===== config.mk =====
export PLATFORM = sky130hd
export DESIGN_NAME = cpp_ctrl
export DESIGN_NICKNAME = d
export VERILOG_FILES = /design/src/inc/cpp_pkg.sv /design/src/hw/cpp_ctrl.sv
export SDC_FILE = /design/constraint.sdc
export NUM_CORES = 1
export LEC_CHECK = 0
export BUFFER_PORTS_ARGS = -buffer_cell sky130_fd_sc_hd__buf_2
export CAP_MARGIN = 15
export CORE_MARGIN = 1
export CORE_UTILIZATION = 35
export CTS_CLUSTER_SIZE = 16
export DETAILED_ROUTE_END_ITERATION = 8
export PLACE_DENSITY = 0.56
export SYNTH_ARGS = -nofsm -noshare
export SYNTH_HDL_FRONTEND = slang
export SYNTH_SLANG_ARGS = --single-unit

===== constraint.sdc =====
create_clock -name clk_i -period 2.6 [get_ports clk_i]
set_clock_uncertainty 0.15 [all_clocks]
set_input_delay 0.26 -clock clk_i [delete_from_list [all_inputs] [get_ports clk_i]]
set_output_delay 0.26 -clock clk_i [all_outputs]
set_load 0.01 [all_outputs]

===== src/inc/cpp_pkg.sv =====
// package for the charger power path control block
`default_nettype none
package cpp_pkg;
  // register byte offsets
  localparam logic [7:0] CTRL_OFS  = 8'h00;
  localparam logic [7:0] EXTERNAL_CURRENT_CLAMP_PIN_OFS  = 8'h04;
  localparam logic [7:0] BOOST_OFS = 8'h08;
  localparam logic [7:0] CHG_OFS   = 8'h0c;
  localparam logic [7:0] STAT_OFS  = 8'h10;
  // control register bit positions
  localparam int OPT_EN_B   = 0;
  localparam int OPT_RUN_B  = 1;
  localparam int CLAMP_EN_B = 2;
  localparam int BST_CFG_B  = 3;
  localparam int BST_FRQ_B  = 4;
  localparam int CHG_CFG_B  = 5;
  localparam int BSW_DIS_B  = 6;
  localparam int RCH_SEL_B  = 7;
  localparam int IND_DIS_B  = 8;
  // reset values
  localparam logic [8:0] CTRL_RST  = 9'h025;
  localparam logic [5:0] HILIM_RST = 6'h08;
  localparam logic [2:0] BLIM_RST  = 3'h3;
  localparam logic [3:0] BVOLT_RST = 4'h7;  // 5 V
  localparam logic [5:0] VREG_RST  = 6'h17; // 4.208 V
  localparam logic [6:0] FAST_CHARGE_CURRENT_FIELD_RST  = 7'h20; // 2.048 A
  localparam logic [3:0] IPRE_RST  = 4'h1;  // 128 mA
  localparam logic [3:0] ITRM_RST  = 4'h3;  // 256 mA
  localparam logic [1:0] TMR_RST   = 2'h2;  // 12 hour
  localparam logic [2:0] SMIN_RST  = 3'h5;  // 3.5 V
  // fixed codes
  localparam logic [2:0] SRC_BOOST = 3'h7;
  localparam logic [1:0] PH_DIS    = 2'h0;
  localparam logic [1:0] PH_PRE    = 2'h1;
  localparam logic [1:0] PH_FAST   = 2'h2;
  localparam logic [1:0] PH_DONE   = 2'h3;
  localparam logic [1:0] CUR_SHORT = 2'h0;
  localparam logic [1:0] CUR_PRE   = 2'h1;
  localparam logic [1:0] CUR_FAST  = 2'h2;
  // timing
  localparam int CLK_MHZ      = 250;
  localparam int BOOST_DLY_MS = 30;
  localparam int BOOST_DLY_CYC = BOOST_DLY_MS * 1000 * CLK_MHZ;
  localparam int TICK_US      = 1000;
  localparam int TICK_CYC     = TICK_US * CLK_MHZ;
  localparam int BLINK_MS     = 500;
  localparam int BLINK_CYC    = BLINK_MS * 1000 * CLK_MHZ;

  // analog comparator and detector results arriving from outside
  typedef struct packed {
    logic       conv_running;
    logic       src_dcp_found;   // dcp or high-voltage adapter detected
    logic [2:0] src_type;
    logic       opt_done;
    logic [5:0] opt_result;
    logic [5:0] ext_clamp;       // external_current_clamp_pin code
    logic       boost_request_pin;
    logic       bat_above_low;
    logic       vbus_below_sleep;
    logic       boost_temp_ok;
    logic       bat_above_boost;
    logic       sys_at_min;
    logic       iin_over;
    logic       vin_under;
    logic       sys_below_bat;
    logic       bat_depleted;
    logic       charge_en_n;
    logic       ts_fault;
    logic       timer_fault;
    logic       bat_above_2v;
    logic       bat_above_3v;
    logic       bat_above_rechg;
    logic       ibat_below_term;
    logic       thermal_reg;
  } cpp_sense_t;

  // settings handed to the analog side
  typedef struct packed {
    logic [5:0]  eff_input_limit;
    logic [11:0] boost_limit_ma;
    logic [3:0]  boost_voltage;
    logic        boost_frequency_select_fast;
    logic [2:0]  min_sys_voltage;
    logic [5:0]  charge_voltage;
    logic [6:0]  fast_current;
    logic [3:0]  pre_current;
    logic [3:0]  term_current;
    logic [1:0]  timer_sel;
    logic [1:0]  current_sel;
    logic        recharge_sel;
  } cpp_cfg_t;
endpackage : cpp_pkg
`default_nettype wire


===== src/hw/cpp_ctrl.sv =====
// charger power path control with wishbone register slave
`timescale 1ns/1ps
`default_nettype none

// Behaviour
// optimizer enabled at reset, host may clear
// optimizer runs after dcp detect or force
// limit from optimizer result else host register
// limit clamped by pin unless clamp disabled
// boost limit code 000 gives 500 mA
// boost starts only when six conditions hold
// frequency bit writes ignored while boost configured
// source status reads 111 during boost
// boost stops when battery below boost threshold
// minimum system field resets to 3.5 V
// system regulation flag follows minimum regulation
// overload reduces charge current until clear
// voltage and current regulation flags shown
// supplement on sys below bat, off depleted
// autonomous charge cycles with config and pin
// charging parameter reset values fixed
// new cycle needs all start conditions
// terminate on low current, high voltage, unregulated
// recharge below threshold or enable toggle
// indicator low charging, high done, blink fault
// phase codes and interrupt on completion
// start phase selected from battery voltage
// regulation suppresses termination, halves timer rate
// interrupt single pulse after status update
module cpp_ctrl
  import cpp_pkg::*;
#(
  parameter int BOOST_DLY = BOOST_DLY_CYC,
  parameter int TICK_DIV  = TICK_CYC,
  parameter int BLINK_DIV = BLINK_CYC
) (
  // clock and reset
  input  wire logic        clk_i,
  input  wire logic        rst_i,
  // wishbone slave
  input  wire logic        cyc_i,
  input  wire logic        stb_i,
  input  wire logic        we_i,
  input  wire logic [7:0]  adr_i,
  input  wire logic [3:0]  sel_i,
  input  wire logic [31:0] dat_i,
  output logic      [31:0] dat_o,
  output logic             ack_o,
  // analog side
  input  wire cpp_sense_t  sense_i,
  output cpp_cfg_t         cfg_o,
  output logic             opt_run_o,
  output logic             boost_active_o,
  output logic             charge_reduce_o,
  output logic             bat_switch_on_o,
  output logic             charging_o,
  output logic             safety_tick_o,
  // host side pins
  output logic             int_o,
  output logic             ind_o,
  output logic             ind_oe_o
);

  // two-flop synchroniser for every analog sense input
  cpp_sense_t sync1;
  cpp_sense_t s;
  always_ff @(posedge clk_i) begin
    if (rst_i) begin
      sync1 <= '0;
      s     <= '0;
    end else begin
      sync1 <= sense_i;
      s     <= sync1;
    end
  end

  // boost current code to milliamps
  function automatic logic [11:0] boost_ma(input logic [2:0] code);
    case (code)
      3'h0:    boost_ma = 12'd500;
      3'h1:    boost_ma = 12'd750;
      3'h2:    boost_ma = 12'd1200;
      3'h3:    boost_ma = 12'd1400;
      3'h4:    boost_ma = 12'd1650;
      3'h5:    boost_ma = 12'd1875;
      3'h6:    boost_ma = 12'd2150;
      default: boost_ma = 12'd2400;
    endcase
  endfunction : boost_ma

  // registers
  logic [8:0] ctrl;
  logic [5:0] host_input_current_limit;
  logic [5:0] optimized_input_limit;
  logic [2:0] boost_current_limit_field;
  logic [3:0] boost_voltage_field;
  logic [5:0] vreg;
  logic [6:0] fast_charge_current_field;
  logic [3:0] ipre;
  logic [3:0] iterm;
  logic [1:0] tmr;
  logic [2:0] minimum_system_voltage_field;
  logic [1:0] charge_phase_field;
  logic [2:0] input_source_status;
  logic       wr;
  logic       rd;
  logic       run_now;
  logic       dcp_q;

  assign wr = cyc_i && stb_i && we_i && !ack_o && sel_i[0];
  assign rd = cyc_i && stb_i && !ack_o;

  // bus acknowledge one cycle after request, dropped next cycle
  always_ff @(posedge clk_i) begin
    if (rst_i) ack_o <= 1'b0;
    else       ack_o <= cyc_i && stb_i && !ack_o;
  end

  // control register writes; force bit clears when run issued
  always_ff @(posedge clk_i) begin
    if (rst_i) begin
      ctrl <= CTRL_RST;
    end else begin
      if (run_now) ctrl[OPT_RUN_B] <= 1'b0;
      if (wr && adr_i == CTRL_OFS) begin
        ctrl[OPT_EN_B]   <= dat_i[OPT_EN_B];
        ctrl[CLAMP_EN_B] <= dat_i[CLAMP_EN_B];
        ctrl[BST_CFG_B]  <= dat_i[BST_CFG_B];
        ctrl[CHG_CFG_B]  <= dat_i[CHG_CFG_B];
        ctrl[BSW_DIS_B]  <= dat_i[BSW_DIS_B];
        ctrl[RCH_SEL_B]  <= dat_i[RCH_SEL_B];
        if (sel_i[1]) ctrl[IND_DIS_B] <= dat_i[IND_DIS_B];
        if (!ctrl[BST_CFG_B]) ctrl[BST_FRQ_B] <= dat_i[BST_FRQ_B];
        if (dat_i[OPT_RUN_B]) ctrl[OPT_RUN_B] <= 1'b1; // set wins
      end
    end
  end

  // parameter registers, all written with byte lane 0 as qualifier
  always_ff @(posedge clk_i) begin
    if (rst_i) begin
      host_input_current_limit     <= HILIM_RST;
      boost_current_limit_field    <= BLIM_RST;
      boost_voltage_field          <= BVOLT_RST;
      vreg                         <= VREG_RST;
      fast_charge_current_field    <= FAST_CHARGE_CURRENT_FIELD_RST;
      ipre                         <= IPRE_RST;
      iterm                        <= ITRM_RST;
      tmr                          <= TMR_RST;
      minimum_system_voltage_field <= SMIN_RST;
    end else if (wr) begin
      case (adr_i)
        EXTERNAL_CURRENT_CLAMP_PIN_OFS: host_input_current_limit <= dat_i[5:0];
        BOOST_OFS: begin
          boost_current_limit_field <= dat_i[2:0];
          boost_voltage_field       <= dat_i[7:4];
        end
        CHG_OFS: begin
          fast_charge_current_field    <= dat_i[6:0];
          ipre                         <= dat_i[11:8];
          iterm                        <= dat_i[15:12];
          vreg                         <= dat_i[21:16];
          tmr                          <= dat_i[23:22];
          minimum_system_voltage_field <= dat_i[26:24];
        end
        default: ;
      endcase
    end
  end

  // input limit optimizer start and result capture
  always_ff @(posedge clk_i) begin
    if (rst_i) begin
      dcp_q                 <= 1'b0;
      opt_run_o             <= 1'b0;
      optimized_input_limit <= HILIM_RST;
    end else begin
      dcp_q     <= s.src_dcp_found;
      opt_run_o <= run_now;
      if (s.opt_done) optimized_input_limit <= s.opt_result;
    end
  end
  assign run_now = ctrl[OPT_EN_B] && !opt_run_o &&
                   ((s.src_dcp_found && !dcp_q) || ctrl[OPT_RUN_B]);

  // effective input limit selection and pin clamp
  logic [5:0] base_lim;
  logic [5:0] next_eff;
  always_comb begin
    base_lim = ctrl[OPT_EN_B] ? optimized_input_limit
                              : host_input_current_limit;
    next_eff = base_lim;
    if (ctrl[CLAMP_EN_B] && s.ext_clamp < base_lim)
      next_eff = s.ext_clamp;
  end

  // boost enable delay, start and hold
  logic        boost_en;
  logic [31:0] bdly;
  logic        bdly_done;
  logic        boost_ok;
  assign boost_en  = s.boost_request_pin && ctrl[BST_CFG_B];
  assign bdly_done = (bdly >= 32'(BOOST_DLY));
  assign boost_ok  = boost_en && bdly_done && s.boost_temp_ok;
  always_ff @(posedge clk_i) begin
    if (rst_i)          bdly <= '0;
    else if (!boost_en) bdly <= '0;
    else if (!bdly_done) bdly <= bdly + 32'd1;
  end
  always_ff @(posedge clk_i) begin
    if (rst_i) begin
      boost_active_o <= 1'b0;
    end else if (!boost_active_o) begin
      boost_active_o <= boost_ok && s.bat_above_low &&
                        s.vbus_below_sleep;
    end else begin
      boost_active_o <= boost_ok && s.bat_above_boost;
    end
  end

  // status flags and settings outputs
  logic sys_flag;
  logic vdpm_flag;
  logic idpm_flag;
  always_ff @(posedge clk_i) begin
    if (rst_i) begin
      input_source_status <= '0;
      sys_flag            <= 1'b0;
      vdpm_flag           <= 1'b0;
      idpm_flag           <= 1'b0;
      charge_reduce_o     <= 1'b0;
    end else begin
      input_source_status <= boost_active_o ? SRC_BOOST : s.src_type;
      sys_flag            <= s.sys_at_min;
      vdpm_flag           <= s.vin_under;
      idpm_flag           <= s.iin_over;
      charge_reduce_o     <= s.vin_under || s.iin_over;
    end
  end

  // supplement mode battery switch
  logic supp;
  always_ff @(posedge clk_i) begin
    if (rst_i)                supp <= 1'b0;
    else if (s.bat_depleted)  supp <= 1'b0;
    else if (s.sys_below_bat) supp <= 1'b1;
  end

  // charge cycle state machine
  typedef enum logic [4:0] {
    ST_DIS   = 5'b00001,
    ST_PRE   = 5'b00010,
    ST_FAST  = 5'b00100,
    ST_DONE  = 5'b01000,
    ST_FAULT = 5'b10000
  } cpp_chg_t;
  cpp_chg_t st;
  cpp_chg_t next_st;
  logic     en_ok;
  logic     start_ok;
  logic     regul;
  logic     term_ok;
  logic     fault;
  assign regul    = s.vin_under || s.iin_over || s.thermal_reg;
  assign fault    = s.ts_fault || s.timer_fault;
  assign en_ok    = ctrl[CHG_CFG_B] && !s.charge_en_n;
  assign start_ok = s.conv_running && en_ok &&
                    fast_charge_current_field != 7'h00 && !fault &&
                    !ctrl[BSW_DIS_B];
  assign term_ok  = s.ibat_below_term && s.bat_above_rechg &&
                    !regul;
  always_comb begin
    next_st = st;
    case (st)
      ST_DIS: begin
        if (start_ok) next_st = s.bat_above_3v ? ST_FAST : ST_PRE;
      end
      ST_PRE, ST_FAST: begin
        if (!en_ok || ctrl[BSW_DIS_B]) next_st = ST_DIS;
        else if (fault)                 next_st = ST_FAULT;
        else if (st == ST_FAST && term_ok) next_st = ST_DONE;
        else if (st == ST_PRE && s.bat_above_3v) next_st = ST_FAST;
      end
      ST_DONE: begin
        if (!en_ok) next_st = ST_DIS;
        else if (!s.bat_above_rechg && start_ok) begin
          next_st = s.bat_above_3v ? ST_FAST : ST_PRE;
        end
      end
      ST_FAULT: begin
        if (!en_ok || !fault) next_st = ST_DIS;
      end
      default: next_st = ST_DIS;
    endcase
  end
  always_ff @(posedge clk_i) begin
    if (rst_i) st <= ST_DIS;
    else       st <= next_st;
  end

  // phase field, charging and battery switch outputs, completion interrupt
  logic done_q;
  always_ff @(posedge clk_i) begin
    if (rst_i) begin
      charge_phase_field <= PH_DIS;
      done_q             <= 1'b0;
      int_o              <= 1'b0;
      charging_o         <= 1'b0;
      bat_switch_on_o    <= 1'b0;
    end else begin
      case (st)
        ST_PRE:  charge_phase_field <= PH_PRE;
        ST_FAST: charge_phase_field <= PH_FAST;
        ST_DONE: charge_phase_field <= PH_DONE;
        default: charge_phase_field <= PH_DIS;
      endcase
      done_q          <= (st == ST_DONE);
      int_o           <= (st == ST_DONE) && !done_q;
      charging_o      <= (st == ST_PRE) || (st == ST_FAST);
      bat_switch_on_o <= !ctrl[BSW_DIS_B] &&
                         ((st == ST_PRE) || (st == ST_FAST) || supp);
    end
  end

  // safety timer tick, half rate while regulating
  logic [31:0] tick_cnt;
  logic        half;
  always_ff @(posedge clk_i) begin
    if (rst_i) begin
      tick_cnt      <= '0;
      half          <= 1'b0;
      safety_tick_o <= 1'b0;
    end else begin
      safety_tick_o <= 1'b0;
      if (tick_cnt >= 32'(TICK_DIV - 1)) begin
        tick_cnt <= '0;
        half     <= !half;
        if (charging_o && (!regul || half)) safety_tick_o <= 1'b1;
      end else begin
        tick_cnt <= tick_cnt + 32'd1;
      end
    end
  end

  // indicator open-drain: low charging, released done, blink fault
  logic [31:0] blink_cnt;
  logic        blink;
  always_ff @(posedge clk_i) begin
    if (rst_i) begin
      blink_cnt <= '0;
      blink     <= 1'b0;
    end else if (blink_cnt >= 32'(BLINK_DIV - 1)) begin
      blink_cnt <= '0;
      blink     <= !blink;
    end else begin
      blink_cnt <= blink_cnt + 32'd1;
    end
  end
  always_ff @(posedge clk_i) begin
    if (rst_i) begin
      ind_o    <= 1'b0;
      ind_oe_o <= 1'b0;
    end else begin
      ind_o <= 1'b0;
      if (ctrl[IND_DIS_B])     ind_oe_o <= 1'b0;
      else if (st == ST_FAULT) ind_oe_o <= blink;
      else                     ind_oe_o <= (st == ST_PRE) ||
                                           (st == ST_FAST);
    end
  end

  // settings bundle
  always_ff @(posedge clk_i) begin
    if (rst_i) begin
      cfg_o <= '0;
    end else begin
      cfg_o.eff_input_limit <= next_eff;
      cfg_o.boost_limit_ma  <= boost_ma(boost_current_limit_field);
      cfg_o.boost_voltage   <= boost_voltage_field;
      cfg_o.boost_frequency_select_fast <= ctrl[BST_FRQ_B];
      cfg_o.min_sys_voltage <= minimum_system_voltage_field;
      cfg_o.charge_voltage  <= vreg;
      cfg_o.fast_current    <= fast_charge_current_field;
      cfg_o.pre_current     <= ipre;
      cfg_o.term_current    <= iterm;
      cfg_o.timer_sel       <= tmr;
      cfg_o.recharge_sel    <= ctrl[RCH_SEL_B];
      cfg_o.current_sel     <= !s.bat_above_2v ? CUR_SHORT :
                               !s.bat_above_3v ? CUR_PRE : CUR_FAST;
    end
  end

  // read data, zero for unmapped offsets
  always_ff @(posedge clk_i) begin
    if (rst_i) begin
      dat_o <= '0;
    end else if (rd) begin
      case (adr_i)
        CTRL_OFS:  dat_o <= {23'h0, ctrl};
        EXTERNAL_CURRENT_CLAMP_PIN_OFS:  dat_o <= {18'h0, optimized_input_limit, 2'h0,
                             host_input_current_limit};
        BOOST_OFS: dat_o <= {24'h0, boost_voltage_field, 1'b0,
                             boost_current_limit_field};
        CHG_OFS:   dat_o <= {5'h0, minimum_system_voltage_field, tmr,
                             vreg, iterm, ipre, 1'b0,
                             fast_charge_current_field};
        STAT_OFS:  dat_o <= {16'h0, next_eff, bat_switch_on_o,
                             boost_active_o, idpm_flag, vdpm_flag,
                             sys_flag, charge_phase_field,
                             input_source_status};
        default:   dat_o <= '0;
      endcase
    end
  end

  // checks
  property p_int_pulse;
    @(posedge clk_i) disable iff (rst_i)
      int_o |=> !int_o;
  endproperty
  a_int_pulse: assert property (p_int_pulse)
    else $error("interrupt longer than one cycle");

  property p_int_after_done;
    @(posedge clk_i) disable iff (rst_i)
      int_o |-> charge_phase_field == PH_DONE;
  endproperty
  a_int_after_done: assert property (p_int_after_done)
    else $error("interrupt without done phase");

  property p_boost_src;
    @(posedge clk_i) disable iff (rst_i)
      boost_active_o |=> input_source_status == SRC_BOOST;
  endproperty
  a_boost_src: assert property (p_boost_src)
    else $error("source status not 111 in boost");

  property p_boost_delay;
    @(posedge clk_i) disable iff (rst_i)
      $rose(boost_active_o) |-> $past(bdly_done) && $past(boost_en);
  endproperty
  a_boost_delay: assert property (p_boost_delay)
    else $error("boost started before delay");

  property p_boost_drop;
    @(posedge clk_i) disable iff (rst_i)
      boost_active_o && !s.bat_above_boost |=> !boost_active_o;
  endproperty
  a_boost_drop: assert property (p_boost_drop)
    else $error("boost kept with low battery");

  property p_freq_lock;
    @(posedge clk_i) disable iff (rst_i)
      ctrl[BST_CFG_B] |=> $stable(ctrl[BST_FRQ_B]);
  endproperty
  a_freq_lock: assert property (p_freq_lock)
    else $error("frequency changed while boost configured");

  property p_start_cond;
    @(posedge clk_i) disable iff (rst_i)
      (st == ST_DIS || st == ST_DONE) &&
      (next_st == ST_PRE || next_st == ST_FAST) |->
      s.conv_running && ctrl[CHG_CFG_B] && !s.charge_en_n &&
      fast_charge_current_field != 7'h00 && !s.ts_fault &&
      !s.timer_fault && !ctrl[BSW_DIS_B];
  endproperty
  a_start_cond: assert property (p_start_cond)
    else $error("charge started without conditions");

  property p_no_term_reg;
    @(posedge clk_i) disable iff (rst_i)
      st == ST_FAST && regul |=> st != ST_DONE;
  endproperty
  a_no_term_reg: assert property (p_no_term_reg)
    else $error("terminated during regulation");

  property p_reduce;
    @(posedge clk_i) disable iff (rst_i)
      s.iin_over |=> charge_reduce_o && idpm_flag;
  endproperty
  a_reduce: assert property (p_reduce)
    else $error("overload not reduced");

  property p_ack;
    @(posedge clk_i) disable iff (rst_i)
      cyc_i && stb_i && !ack_o |=> ack_o ##1 !ack_o;
  endproperty
  a_ack: assert property (p_ack)
    else $error("ack timing wrong");
endmodule : cpp_ctrl

`default_nettype wire


Word level (Yosys, flattened, before mapping)
Cells that the tools add are included.
{ "op_classes": {"addsub": 3, "order_cmp": 4, "n_eq_ne": 19, "n_mux": 23, "bitwise": 4, "reduce_logical": 67} }
{ "op_table": {"columns": ["operator", "n"], "rows": [
  ["27-bit case mux with 5 select lines", 1],
  ["32-bit by 1-bit adder with 32-bit output, second input constant", 3],
  ["12-bit case mux with 7 select lines", 1],
  ["5-bit two-way mux", 8],
  ["32-bit by 18-bit greater-or-equal comparator with 1-bit output, second input constant", 1],
  ["32-bit by 23-bit greater-or-equal comparator with 1-bit output, second input constant", 1],
  ["32-bit by 27-bit greater-or-equal comparator with 1-bit output, second input constant", 1],
  ["1-bit logical AND", 29],
  ["5-bit case mux with 4 select lines", 1],
  ["8-bit by 4-bit equality test with 1-bit output, second input constant", 2],
  ["2-bit OR reduction", 8],
  ["1-bit zero test", 12],
  ["6-bit two-way mux", 2],
  ["2-bit AND reduction", 5],
  ["3-bit equality test, second input constant", 3],
  ["1-bit logical OR", 9],
  ["8-bit by 3-bit equality test with 1-bit output, second input constant", 1],
  ["8-bit by 5-bit equality test with 1-bit output, second input constant", 1],
  ["8-bit zero test", 1],
  ["7-bit nonzero test", 1],
  ["3-bit by 2-bit equality test with 1-bit output, second input constant", 2],
  ["6-bit less-than comparator", 1],
  ["3-bit two-way mux", 2],
  ["2-bit case mux with 3 select lines", 1],
  ["14 further kinds", 23]
]} }
{ "word_totals": {"regBits": 333, "in_bits": 85, "out_inout_bits": 94, "word_cells": 218} }

Depth between registers and ports, before layout
Gate-level depths: netlist of the first run.
{ "depth": {"ltp_word": 10, "mapped_depth": 8, "mapped_depth_nobuf": 7} }

Least setup slack after synthesis of the first run
No wires, ideal clock.
{ "synth_path": {"kind": "register to register", "from": "reg ctrl[0]", "to": "reg dat_o[11]", "setup_time_ns": 0.070, "arrival_ns": 2.008, "setup_slack_ns": 0.373, "path_stages_with_launch": 9, "n_path_buf": 1, "cell_sequence": "dfxtp_1 buf_2 mux2i_1 ha_1 a21oi_1 o221ai_1 nor2_1 mux2_2 a21oi_1"} }
{ "synth_between": {"elab_chain_len": 5} }
{ "synth_lines": {"columns": ["item", "line_no", "rtl"], "rows": [
  ["from (decl)", "cpp_ctrl.sv:92", "logic [8:0] ctrl;"],
  ["from (signal, indexed assignment)", "cpp_ctrl.sv:126", "ctrl[OPT_EN_B] <= dat_i[OPT_EN_B];"],
  ["from (signal, indexed assignment)", "cpp_ctrl.sv:127", "ctrl[CLAMP_EN_B] <= dat_i[CLAMP_EN_B];"],
  ["from (signal, indexed assignment)", "cpp_ctrl.sv:128", "ctrl[BST_CFG_B] <= dat_i[BST_CFG_B];"],
  ["6-bit two-way mux (*)", "cpp_ctrl.sv:190", "base_lim = ctrl[OPT_EN_B] ? optimized_input_limit"],
  ["6-bit less-than comparator", "cpp_ctrl.sv:193", "if (ctrl[CLAMP_EN_B] && s.ext_clamp < base_lim)"],
  ["1-bit logical AND", "cpp_ctrl.sv:193", null],
  ["6-bit two-way mux (*)", "cpp_ctrl.sv:193", null],
  ["27-bit case mux with 5 select lines (*)", "cpp_ctrl.sv:398", "case (adr_i)"],
  ["to (signal assigned)", "cpp_ctrl.sv:399", "CTRL_OFS: dat_o <= {23'h0, ctrl};"],
  ["to (signal assigned)", "cpp_ctrl.sv:400", "EXTERNAL_CURRENT_CLAMP_PIN_OFS: dat_o <= {18'h0, optimized_input_limit, 2'h0,"],
  ["to (signal assigned)", "cpp_ctrl.sv:402", "BOOST_OFS: dat_o <= {24'h0, boost_voltage_field, 1'b0,"],
  ["to (decl)", "cpp_ctrl.sv:47", "output logic [31:0] dat_o,"]
]} }
Every way passes the cells marked *; elsewhere a longest branch is shown, timed or not.
A chain may end at the register's enable or synchronous reset.

Worst setup path in the final report of the first run
Ends and elaborated chain as after synthesis.

==> parameters.txt, run 1 <==
Parameter                              Value

Route
  Vias per Instance    4.700
  Starting DRT DRC Count    505
  Routed WL per cell    14.56 um
  Remaining antenna violation count    0
  DRC violations left    0
  Total length of routed wires    28810 um
  Detailed-routing iteration count for the pre-antenna-repair pass    5
  Via count of the routed design    9301

Worst setup path
  Category of the critical setup timing path    reg -> reg
  Largest fanout of any net on the critical path    9
  Buf/Inv on CP    0
  Cell seen most often among critical-path stages    sky130_fd_sc_hd__a21oi_1
  Element type at the critical path start    flop
  CP endpoint    dat_o[11]
  Internal reg-to-reg setup slack    210 ps
  CP Depth    7
  Cell type group with the largest total delay on the critical path    multiplexers
  Critical path cell sequence    mux2i_1 -> ha_1 -> a21oi_1 -> o221ai_1 -> nor2_2 -> mux2_2 -> a21oi_1
  R2r worst-path depth    7
  Worst path arrival time    2680 ps
  Reg-to-Reg End    dat_o[11]
  Critical-path top delay cell    sky130_fd_sc_hd__dfxtp_2
  Reg2reg start    ctrl[0]
  Crit. End Element    flop
  Start point of the critical path    ctrl[0]
  Required time reported for the critical path endpoint    2890 ps
  Highest cell delay on the worst timing path    460 ps

Power
  Worst IR drop on VDD    0.0004242 V
  P per Cell Area    727.4 nW/um2
  Power Total    11080 uW
  Reported leakage power    0.006105 uW

Run
  MaxCap Viol Count    0

Logic synthesis
  Simple logic cell fraction of the synthesized area    25.14%
  Synthesized-area fraction occupied by ao, oa, aoi and oai cells    8.677%
  Area share of the largest cell type after synthesis    54.93%
  Yosys top cell by area    sky130_fd_sc_hd__dfxtp_1
  Synth Register Bits    328
  Sequential fraction of the synthesis area    54.93%
  EDFF count, synth    0
  Area share of xor/xnor cells in the synthesized design    3.370%
  Synth top area cells    sky130_fd_sc_hd__dfxtp_1, sky130_fd_sc_hd__nor2b_1, sky130_fd_sc_hd__nand2_1
  Synth cell types    66
  Mean cell area of the mapped netlist    9.510 um2
  Summed instance area of the synthesized netlist    11950 um2
  Synth Instances    1257
  Share of synthesized flip-flops with an asynchronous set or reset    0%
  Most common flop cell mapped by yosys    sky130_fd_sc_hd__dfxtp_1
  Share of cell area taken by muxes after synthesis    3.506%
  Main combinational cell family by area after synthesis    simple AND/OR/NAND/NOR gates
  Adder-cell share of the synthesized area    0.9420%
  Total number of yosys warnings    0

Placed design
  Cell area reported after detailed placement    13340 um2
  Routability congestion estimate    0.7952
  Port Buffers    165
  Total half-perimeter wirelength after legalization and detailed placement    19960 um
  Setup slack after placement    48.05 ps

Floorplan
  Ports placed on the boundary    179
  Vertical die dimension    186.8 um
  Starting utilization of the core area    35.65%
  Die X-Extent    186.8 um
  Standard cell core area    33530 um2
  Standard-cell rows    67
  Total die area    34900 um2

Global route
  Vias in the first global route    8967
  Total gr overflow    0
  All-Layer GR Usage    16.36%
  Maximum number of pins on one net before global-route repair    67
  Number of antenna violations at the first check in global routing    0
  Wire length of the first global-routing pass    46730 um

Timing
  Final setup vio count    0
  Post-route worst setup slack    210.5 ps
  Number of pins with negative max-slew slack in the final report    0
  Total Neg Setup Slack    0 ps
  Count of final hold-check violations    0
  Setup repair after global routing missed its margin    no
  Part of the cycle the worst path needs    91.91%
  Worst slew margin relative to its limit    53.74%
  Maximum achievable frequency    418.5 MHz
  Final critical delay including setup and external delays    2390 ps
  Transition time at the pin with the least slew margin    693.9 ps

Finish
  Number of inserted filler cells in the final layout    3251
  Most used cells in the layout excluding fill and tap cells    sky130_fd_sc_hd__dfxtp_1, sky130_fd_sc_hd__buf_2, sky130_fd_sc_hd__nand2_1
  Non-Filler Cell Area, Final    15240 um2
  Most frequent standard cell in the layout excluding fill and tap cells    sky130_fd_sc_hd__dfxtp_1
  Post-layout net count    1600
  Share of cells above drive strength 1    18.09%
  Number of antenna diodes    0
  Growth of design area from synthesis to finish    27.45%

Clock network
  Num CTS Buffers    36
  Number of H-tree levels    2
  CTS tree    done
  Reg clk slew, reported paths    60 ps
  Clock latency on the worst-skew pair    510 ps
  Number of sinks handled by clock tree synthesis    328
  Clock tree root driver cell    sky130_fd_sc_hd__clkbuf_16
  Clk buf depth    3

Outcome
  Result of the run    completed

Hold path
  Worst min-delay path category    in -> reg
## synth_stat cells (all sizes together) (4+ instances only)
master	number
a21oi	70
nor2b	115
o31ai	5
nor2	116
xnor2	22
nand4	29
xor2	24
dfxtp	328
nor3	20
nand2b	6
a221oi	11
or3	18
a31oi	6
inv	13
or4	9
and4	4
and3	19
ha	9
and2	16
nand2	128
clkbuf	45
buf	31
nor4	17
nand3	67
a2bb2oi	5
nor3b	5
mux2i	34
o21ai	35
mux2	7
## what timing repair did
action,in CTS,in global routing
setup endpoints to repair,0,10
setup buffers,0,0
hold endpoints to repair,91,0
hold buffers,66,0
resized for setup,0,3
## flip-flops by register name, summed over array words and instances, names as in the netlist, 3 cells and up
name	cells
cfg_o	52
s	36
sync1	36
bdly	32
blink_cnt	32
tick_cnt	32
dat_o	27
ctrl	9
fast_charge_current_field	7
host_input_current_limit	6
optimized_input_limit	6
vreg	6
st	5
boost_voltage_field	4
ipre	4
iterm	4
boost_current_limit_field	3
input_source_status	3
minimum_system_voltage_field	3
## where the power goes
part           internal [uW]  leakage, uW  switching (uW)
Combinational            297      0.00283             319
Clock                   3210     0.000599            2000
Sequential              5160      0.00268            90.7
Total                   8670      0.00610            2410
## cell families after synthesis
kind of cell | count (synthesis)
AO/OA/AOI/OAI | 163
XOR/XNOR | 46
adder cells (fa/ha/maj) | 9
buffers and inverters | 90
flip-flops | 328
multiplexers | 41
other | 1
AND/OR/NAND/NOR | 579
## how the worst min path moves through the flow
stage / slack (ps) / to / startpoint / cells after the start
floorplan: 220 / supp / s[8] / 1
global placement: 230 / supp / s[8] / 1
detailed placement: 230 / supp / s[8] / 1
CTS: 120 / dat_o[10] / adr_i[4] / 4
global route: 160 / dat_o[13] / adr_i[4] / 4
finish: 140 / dat_o[10] / adr_i[4] / 4
## per-layer routing
layer  GRT usage, %  wire length, um
met5              0                0
met4          5.170              672
met3          2.627             1225
met2          26.08            12680
met1          22.61            14230
## cell type report
type / instances / area [um2] / area share, %
clock buffer: 49 / 1042 / 6.841
inverter: 14 / 52.55 / 0.3449
clock inverter: 14 / 192.7 / 1.265
tap: 448 / 560.5 / 3.679
sequential: 328 / 6568 / 43.11
multi-input combinational: 863 / 5075 / 33.31
timing repair buffer: 263 / 1745 / 11.46
## worst register-to-register path: stages, from the launching register on
cell	delay [ps]
sky130_fd_sc_hd__dfxtp_2	460
sky130_fd_sc_hd__mux2i_1	280
sky130_fd_sc_hd__ha_1	280
sky130_fd_sc_hd__a21oi_1	150
sky130_fd_sc_hd__o221ai_1	240
sky130_fd_sc_hd__nor2_2	230
sky130_fd_sc_hd__mux2_2	370
sky130_fd_sc_hd__a21oi_1	160
## per-stage QoR
| stage | util (%) | instances | hold WS (ps) |
|---|---|---|---|
| 5_1_grt | 45.44 | 1979 | 164.3 |
| 2_1_floorplan | - | 1281 | 223.2 |
| 3_5_place_dp | 39.77 | 1850 | 234.1 |
| 3_3_place_gp | 39.77 | 1850 | 230.9 |
| 6_report | 45.44 | 1979 | 137.3 |
| 4_1_cts | 45.42 | 1979 | 121.6 |
(Power assumes the default switching activity.)
==> run 2: changes to the inputs <==
--- a/config.mk
+++ b/config.mk
@@ -7,8 +7,10 @@
 export LEC_CHECK = 0
 export BUFFER_PORTS_ARGS = -buffer_cell sky130_fd_sc_hd__buf_2
 export CAP_MARGIN = 15
+export CORE_ASPECT_RATIO = 1.2
 export CORE_MARGIN = 1
 export CORE_UTILIZATION = 35
+export CTS_CLUSTER_DIAMETER = 80
 export CTS_CLUSTER_SIZE = 16
 export DETAILED_ROUTE_END_ITERATION = 8
 export PLACE_DENSITY = 0.56
==> parameters.txt, run 2 (synthesized netlist as in run 1, its figures left out) <==
Parameter                              Value

Placed design
  Total half-perimeter wirelength after legalization and detailed placement    20180 um (+1.1%)
  Port Buffers    165 (unchanged)
  Setup slack after placement    104.3 ps (+56.25 ps)
  Routability congestion estimate    0.8617 (+8.4%)

Power
  Clock share of power    37.1% (-10 points)
  Combinational fraction of design power    6.7% (+1.1 points)
  Reported leakage power    0.005848 uW (-4.2%)
  Share of power burned in registers    56.2% (+8.8 points)
  Net Switching    2067 uW (-14%)
  Power Total    9322 uW (-16%)
  Worst IR drop on VDD    0.0004018 V (-5.3%)
  Internal power component    7255 uW (-16%)
  P per Cell Area    634.1 nW/um2 (-13%)
  Share of total power consumed by net switching    22.18% (+0.41 points)

Worst setup path
  Highest cell delay on the worst timing path    430 ps (-30 ps)
  Category of the critical setup timing path    reg -> reg
  Element type at the critical path start    flop
  Required time reported for the critical path endpoint    2910 ps (+20 ps)
  Start point of the critical path    ctrl[0]
  Critical-path top delay cell    sky130_fd_sc_hd__dfxtp_2
  Largest fanout of any net on the critical path    7 (-2)
  Worst path arrival time    2790 ps (+110 ps)
  Reg2reg start    ctrl[0]
  Critical path cell sequence    mux2i_1 -> ha_1 -> nand3_1 -> o221ai_1 -> nor2_2 -> mux2_2 -> a21oi_1
  Crit. End Element    flop

Global route
  Wire length of the first global-routing pass    45260 um (-3.1%)
  Vias in the first global route    8732 (-2.6%)
  All-Layer GR Usage    16.31% (-0.054 points)
  Maximum number of pins on one net before global-route repair    75 (+12%)
  Number of antenna violations at the first check in global routing    3 (+3)
  Total gr overflow    0 (unchanged)

Finish
  Largest registers    cfg_o x52, s x36, sync1 x36
  Most frequent standard cell in the layout excluding fill and tap cells    sky130_fd_sc_hd__dfxtp_1
  Share of cells above drive strength 1    16.76% (-1.3 points)
  Number of inserted filler cells in the final layout    3278 (+0.83%)
  Post-layout net count    1590 (-0.63%)
  Max FFs per register    52 (unchanged)
  Growth of design area from synthesis to finish    22.99%
  Most used cells in the layout excluding fill and tap cells    sky130_fd_sc_hd__dfxtp_1, sky130_fd_sc_hd__buf_2, sky130_fd_sc_hd__nand2_1
  Biggest register    cfg_o

Timing
  Final critical delay including setup and external delays    2485 ps (+95.58 ps)
  Count of final hold-check violations    0 (unchanged)
  Total Neg Setup Slack    0 ps (unchanged)
  Transition time at the pin with the least slew margin    614.5 ps (-79.44 ps)
  Maximum achievable frequency    402.4 MHz (-3.8%)
  Part of the cycle the worst path needs    95.58% (+3.7 points)
  Worst slew margin relative to its limit    58.91% (+5.2 points)
  Hold slack final    165.6 ps (+28.28 ps)
  Post-route worst setup slack    114.9 ps (-95.58 ps)
  Final setup vio count    0 (unchanged)
  Number of pins with negative max-slew slack in the final report    0 (unchanged)

Clock network
  Clock tree root driver cell    sky130_fd_sc_hd__clkbuf_16
  Num CTS Buffers    24 (-33%)
  Number of H-tree levels    1 (-1)
  Clock latency on the worst-skew pair    530 ps (+20 ps)
  Clk buf depth    3 (unchanged)
  Number of sinks handled by clock tree synthesis    328 (unchanged)
  CTS tree    done
  Reg clk slew, reported paths    70 ps (about the same)

Floorplan
  Ports placed on the boundary    179 (unchanged)
  Total die area    34900 um2 (about the same)
  Vertical die dimension    204.4 um (+9.4%)
  Starting utilization of the core area    35.86% (+0.21 points)
  Standard-cell rows    73 (+9.0%)
  Die X-Extent    170.7 um (-8.6%)
  Standard cell core area    33340 um2 (-0.58%)

Route
  Via count of the routed design    9323 (+0.24%)
  Remaining antenna violation count    0 (unchanged)
  Starting DRT DRC Count    649 (+29%)
  Routed WL per cell    14.83 um (+1.9%)
  DRC violations left    0 (unchanged)
  Total length of routed wires    28930 um (+0.41%)
  Vias per Instance    4.779 (+1.7%)
  Detailed-routing iteration count for the pre-antenna-repair pass    5 (unchanged)

Hold path
  Worst min-delay path category    in -> reg
  Worst hold path startpoint    adr_i[6]

Run
  MaxCap Viol Count    0 (unchanged)

Outcome
  Result of the run    completed
-- run 2: cell count changes in the layout (fill, tap and decap cells not counted), sizes merged --
cell,change
dlygate4sd3,-1
clkinv,-6
buf,+3
clkbuf,-23
clkinvlp,-3
diode,+3
bufinv,-3
-- run 2: cell type report --
type	instances	area, um2	share of cell area (%)
sequential	328	6568	44.67
multi-input combinational	863	5079	34.54
timing repair buffer	265	1758	11.96
clock buffer	26	628.1	4.272
tap	450	563.0	3.830
inverter	14	52.55	0.3574
clock inverter	2	46.29	0.3149
antenna	3	7.507	0.05106
-- run 2: worst paths after layout --
check / end / slack [ps] / cells after the start
worst min register to register: supp / 250 / 1
worst max register to register: dat_o[13] / 110 / 7
worst min-delay path: dat_o[5] / 170 / 5
worst max-delay path: dat_o[13] / 110 / 7
-- run 2: per-layer routing --
layer | vias up | share of wire, % | global-route usage (%)
met1 | 4326 | 47 | 21.73
met5 | - | 0 | 0
met4 | 0 | 2.2 | 5.051
li1 | 4739 | - | -
met2 | 209 | 46 | 26.88
met3 | 49 | 4.5 | 2.556
-- run 2: repair_timing --
item / in CTS / in global routing
hold endpoints to repair: 94 / 0
hold buffers: 65 / 0
gates resized for setup: 0 / 3
buffers inserted: 0 / 0
endpoints found under the setup margin: 0 / 8
-- run 2: power groups by stage --
stage	Clock, uW	Sequential [uW]	Combinational, uW
2_1_floorplan	0	5320	367
3_3_place_gp	0	5360	535
3_5_place_dp	0	5360	543
4_1_cts	3590	5240	620
5_1_grt	3800	5250	687
6_report	3460	5240	622
-- run 2: metrics by stage --
stage	instance area [um2]	cells	utilization [%]
after global placement	13360	1855	40.08
after floorplan	12040	1281	-
after global routing	14700	1951	44.10
after CTS	14690	1948	44.05
after detailed placement	13360	1855	40.08
final	14700	1951	44.10
-- run 2: critical path: cells and delay by family, from the launching register on --
family / cells / cell delay [ps]
AND/OR/NAND/NOR: 2 / 420
AO/OA/AOI/OAI: 2 / 440
adder cells (fa/ha/maj): 1 / 300
flip-flops: 1 / 430
multiplexers: 2 / 680
==> run 3: changes to the inputs <==
--- a/config.mk
+++ b/config.mk
@@ -5,6 +5,7 @@
 export SDC_FILE = /design/constraint.sdc
 export NUM_CORES = 1
 export LEC_CHECK = 0
+export ABC_AREA = 1
 export BUFFER_PORTS_ARGS = -buffer_cell sky130_fd_sc_hd__buf_2
 export CAP_MARGIN = 15
 export CORE_ASPECT_RATIO = 1.2
==> parameters.txt, run 3 <==
Parameter                              Value

Hold path
  Worst min-delay path category    in -> reg
  Hold worst-path end    dat_o[8]
  Worst hold path startpoint    adr_i[2]
  Hold-critical path depth    6 (+1)

Worst setup path
  R2r worst-path depth    11 (+4)
  Reg-to-Reg End    dat_o[15]
  Crit. End Element    flop
  Element type at the critical path start    flop
  Critical-path top delay cell    sky130_fd_sc_hd__dfxtp_2
  Highest cell delay on the worst timing path    440 ps (about the same)
  Critical path cell sequence    mux2i_1 -> ha_1 -> nand2_1 -> nor2_1 -> nor3b_2 -> nand2_1 -> nand2_1 -> nand3_1 -> nand2_1 -> nand2_1 -> a21oi_1
  Internal reg-to-reg setup slack    350 ps (+230 ps)
  Reg2reg start    ctrl[0]
  Largest fanout of any net on the critical path    8 (+1)
  Cell seen most often among critical-path stages    sky130_fd_sc_hd__nand2_1
  Required time reported for the critical path endpoint    2920 ps (about the same)
  Worst path arrival time    2570 ps (-220 ps)
  Category of the critical setup timing path    reg -> reg

Global route
  Number of antenna violations at the first check in global routing    0 (-3)
  Maximum number of pins on one net before global-route repair    155 (+110%)
  All-Layer GR Usage    16.78% (+0.48 points)
  Total gr overflow    0 (unchanged)
  Vias in the first global route    9602 (+10%)
  Wire length of the first global-routing pass    49440 um (+9.2%)

Route
  Routed WL per cell    13.31 um (-10%)
  Vias per Instance    4.498 (-5.9%)
  Starting DRT DRC Count    512 (-21%)
  Remaining antenna violation count    0 (unchanged)
  Detailed-routing iteration count for the pre-antenna-repair pass    4 (-1)
  Via count of the routed design    10.23k (+9.7%)
  Total length of routed wires    30270 um (+4.6%)
  DRC violations left    0 (unchanged)

Finish
  Growth of design area from synthesis to finish    21.29%
  Biggest register    cfg_o
  Share of cells above drive strength 1    13.36% (-3.4 points)
  Max FFs per register    52 (unchanged)
  Largest registers    cfg_o x52, s x36, sync1 x36
  Most used cells in the layout excluding fill and tap cells    sky130_fd_sc_hd__dfxtp_1, sky130_fd_sc_hd__nor2_1, sky130_fd_sc_hd__nand2_1
  Most frequent standard cell in the layout excluding fill and tap cells    sky130_fd_sc_hd__dfxtp_1
  Number of inserted filler cells in the final layout    3647 (+11%)
  Number of antenna diodes    0 (-3)
  Post-layout net count    1905 (+20%)

Timing
  Final setup vio count    0 (unchanged)
  Total Neg Setup Slack    0 ps (unchanged)
  Maximum achievable frequency    443.7 MHz (+10%)
  Worst slew margin relative to its limit    51.60% (-7.3 points)
  Transition time at the pin with the least slew margin    726.0 ps (+111.5 ps)
  Number of pins with negative max-slew slack in the final report    0 (unchanged)
  Setup repair after global routing missed its margin    no
  Part of the cycle the worst path needs    86.69% (-8.9 points)
  Final critical delay including setup and external delays    2254 ps (-231.3 ps)
  Count of final hold-check violations    0 (unchanged)

Clock network
  Clock latency on the worst-skew pair    550 ps (+20 ps)
  Num CTS Buffers    24 (unchanged)
  Number of sinks handled by clock tree synthesis    328 (unchanged)
  Number of H-tree levels    1 (unchanged)
  Clock tree root driver cell    sky130_fd_sc_hd__clkbuf_16
  Setup Buffers After CTS    0 (unchanged)
  Reg clk slew, reported paths    70 ps (about the same)
  CTS tree    done
  Clk buf depth    3 (unchanged)

Placed design
  Routability congestion estimate    0.8783 (+1.9%)
  Port Buffers    165 (unchanged)
  Total half-perimeter wirelength after legalization and detailed placement    21650 um (+7.3%)

Floorplan
  Vertical die dimension    208.0 um (+1.7%)
  Starting utilization of the core area    35.46% (-0.40 points)
  Die X-Extent    173.7 um (+1.7%)
  Total die area    36120 um2 (+3.5%)
  Standard cell core area    34910 um2 (+4.7%)
  Standard-cell rows    75 (+2.7%)
  Ports placed on the boundary    179 (unchanged)

Power
  Worst IR drop on VDD    0.0005353 V (+33%)
  P per Cell Area    615.1 nW/um2 (-3.0%)
  Power Total    9234 uW (-0.94%)
  Reported leakage power    0.006518 uW (+11%)

Logic synthesis
  Commonest cells in the netlist    sky130_fd_sc_hd__dfxtp_1, sky130_fd_sc_hd__nor2_1, sky130_fd_sc_hd__nand2_1
  Synth cell types    45 (-32%)
  Area share of the largest cell type after synthesis    53.05% (-1.9 points)
  Most common flop cell mapped by yosys    sky130_fd_sc_hd__dfxtp_1
  Summed instance area of the synthesized netlist    12380 um2 (+3.5%)
  EDFF count, synth    0 (unchanged)
  Share of synthesized flip-flops with an asynchronous set or reset    0% (unchanged)
  Synth Instances    1575 (+25%)
  Synth top area cells    sky130_fd_sc_hd__dfxtp_1, sky130_fd_sc_hd__nor2_1, sky130_fd_sc_hd__nand2_1
  Yosys top cell by area    sky130_fd_sc_hd__dfxtp_1
  Mean cell area of the mapped netlist    7.858 um2 (-17%)
  Synth Register Bits    328 (unchanged)
  Total number of yosys warnings    0 (unchanged)
  Sequential fraction of the synthesis area    53.05% (-1.9 points)
  Most used standard cell by instance count after synthesis    sky130_fd_sc_hd__dfxtp_1

Outcome
  Result of the run    completed

Run
  MaxCap Viol Count    0 (unchanged)
run 3: cell types whose count changed after synthesis, moves of 11 or more:
cell                       previous run  this run
sky130_fd_sc_hd__mux2i_1             34         4
sky130_fd_sc_hd__nor3_1              19        40
sky130_fd_sc_hd__nand2_1            128       253
sky130_fd_sc_hd__a21oi_1             70        95
sky130_fd_sc_hd__o21ai_0             35        62
sky130_fd_sc_hd__nor2b_1            115         0
sky130_fd_sc_hd__and2_1              16         1
sky130_fd_sc_hd__or3_1               18         0
sky130_fd_sc_hd__clkbuf_1            45        27
sky130_fd_sc_hd__nor2_1             116       269
sky130_fd_sc_hd__and3_1              19         0
sky130_fd_sc_hd__inv_1               13       229
sky130_fd_sc_hd__o211ai_1             0        22
sky130_fd_sc_hd__xnor2_1             22        11
run 3: per-layer routing:
| metal | track usage (%) | up-vias | part of all wire, % |
|---|---|---|---|
| met5 | 0 | - | 0 |
| met4 | 5.445 | 0 | 2.8 |
| met3 | 2.339 | 44 | 4.1 |
| met2 | 28.07 | 203 | 46 |
| met1 | 22.25 | 4602 | 47 |
| li1 | - | 5380 | - |
run 3: worst max path at each step:
stage                     cells after the start        end  slack [ps]  startpoint
final                                        11  dat_o[15]         350     ctrl[0]
after global routing                         11  dat_o[11]         110     ctrl[0]
after CTS                                    11  dat_o[15]         260     ctrl[0]
after detailed placement                     11  dat_o[15]         270     ctrl[0]
after global placement                       11  dat_o[15]         330     ctrl[0]
after floorplan                              12  dat_o[10]         470     ctrl[0]
run 3: through the flow:
stage | hold WS (ps) | worst slack (ps) | util (%) | instances | area, um2
final | 136.3 | 346.2 | 43.00 | 2274 | 15010
after global routing | 192.7 | 111.9 | 43.00 | 2274 | 15010
after CTS | 118.6 | 257.0 | 43.00 | 2274 | 15010
after detailed placement | 227.7 | 268.5 | 39.33 | 2182 | 13730
after global placement | 231.2 | 327.0 | 39.33 | 2182 | 13730
after floorplan | 217.0 | 467.9 | - | 1599 | 12470
run 3: logic make-up (layout without fill, tap and decap cells):
family / count (synthesis) / in the layout / share of synthesized area [%]
buffers and inverters: 291 / 504 / 9.300
adders and majority gates: 9 / 9 / 0.9098
muxes: 4 / 4 / 0.3235
other: 1 / 25 / 0.03030
DFF: 328 / 328 / 53.05
and+or+nand+nor: 694 / 694 / 24.19
xor gates and xnor gates: 40 / 40 / 2.831
AOI/OAI and AO/OA: 208 / 208 / 9.361
run 3: power by group:
group	internal, uW	leakage [uW]	total, uW	switching [uW]
logic	282	0.00353	672	389
registers	5170	0.00268	5240	68.2
clock network	1650	0.000308	3320	1670
run 3: cell type report:
cell class	instances	area (um2)	area share (%)
sequential	328	6568	43.75
multi-input combinational	980	4750	31.64
timing repair buffer	245	1617	10.77
inverter	232	870.8	5.801
clock buffer	25	604.3	4.026
tap	462	578.1	3.851
clock inverter	2	25.02	0.1667
run 3: timing repair:
action                     in CTS  in global routing
resized for setup               0                  1
hold buffers                   65                  0
setup endpoints to repair       0                  1
hold endpoints to repair       87                  0
run 3: worst max-delay path, delay by kind of cell (launching register included):
kind | cells | cell delay, ps
compound gates | 1 | 120
simple gates | 8 | 880
mux | 1 | 300
flops | 1 | 440
fa+ha+maj | 1 | 290
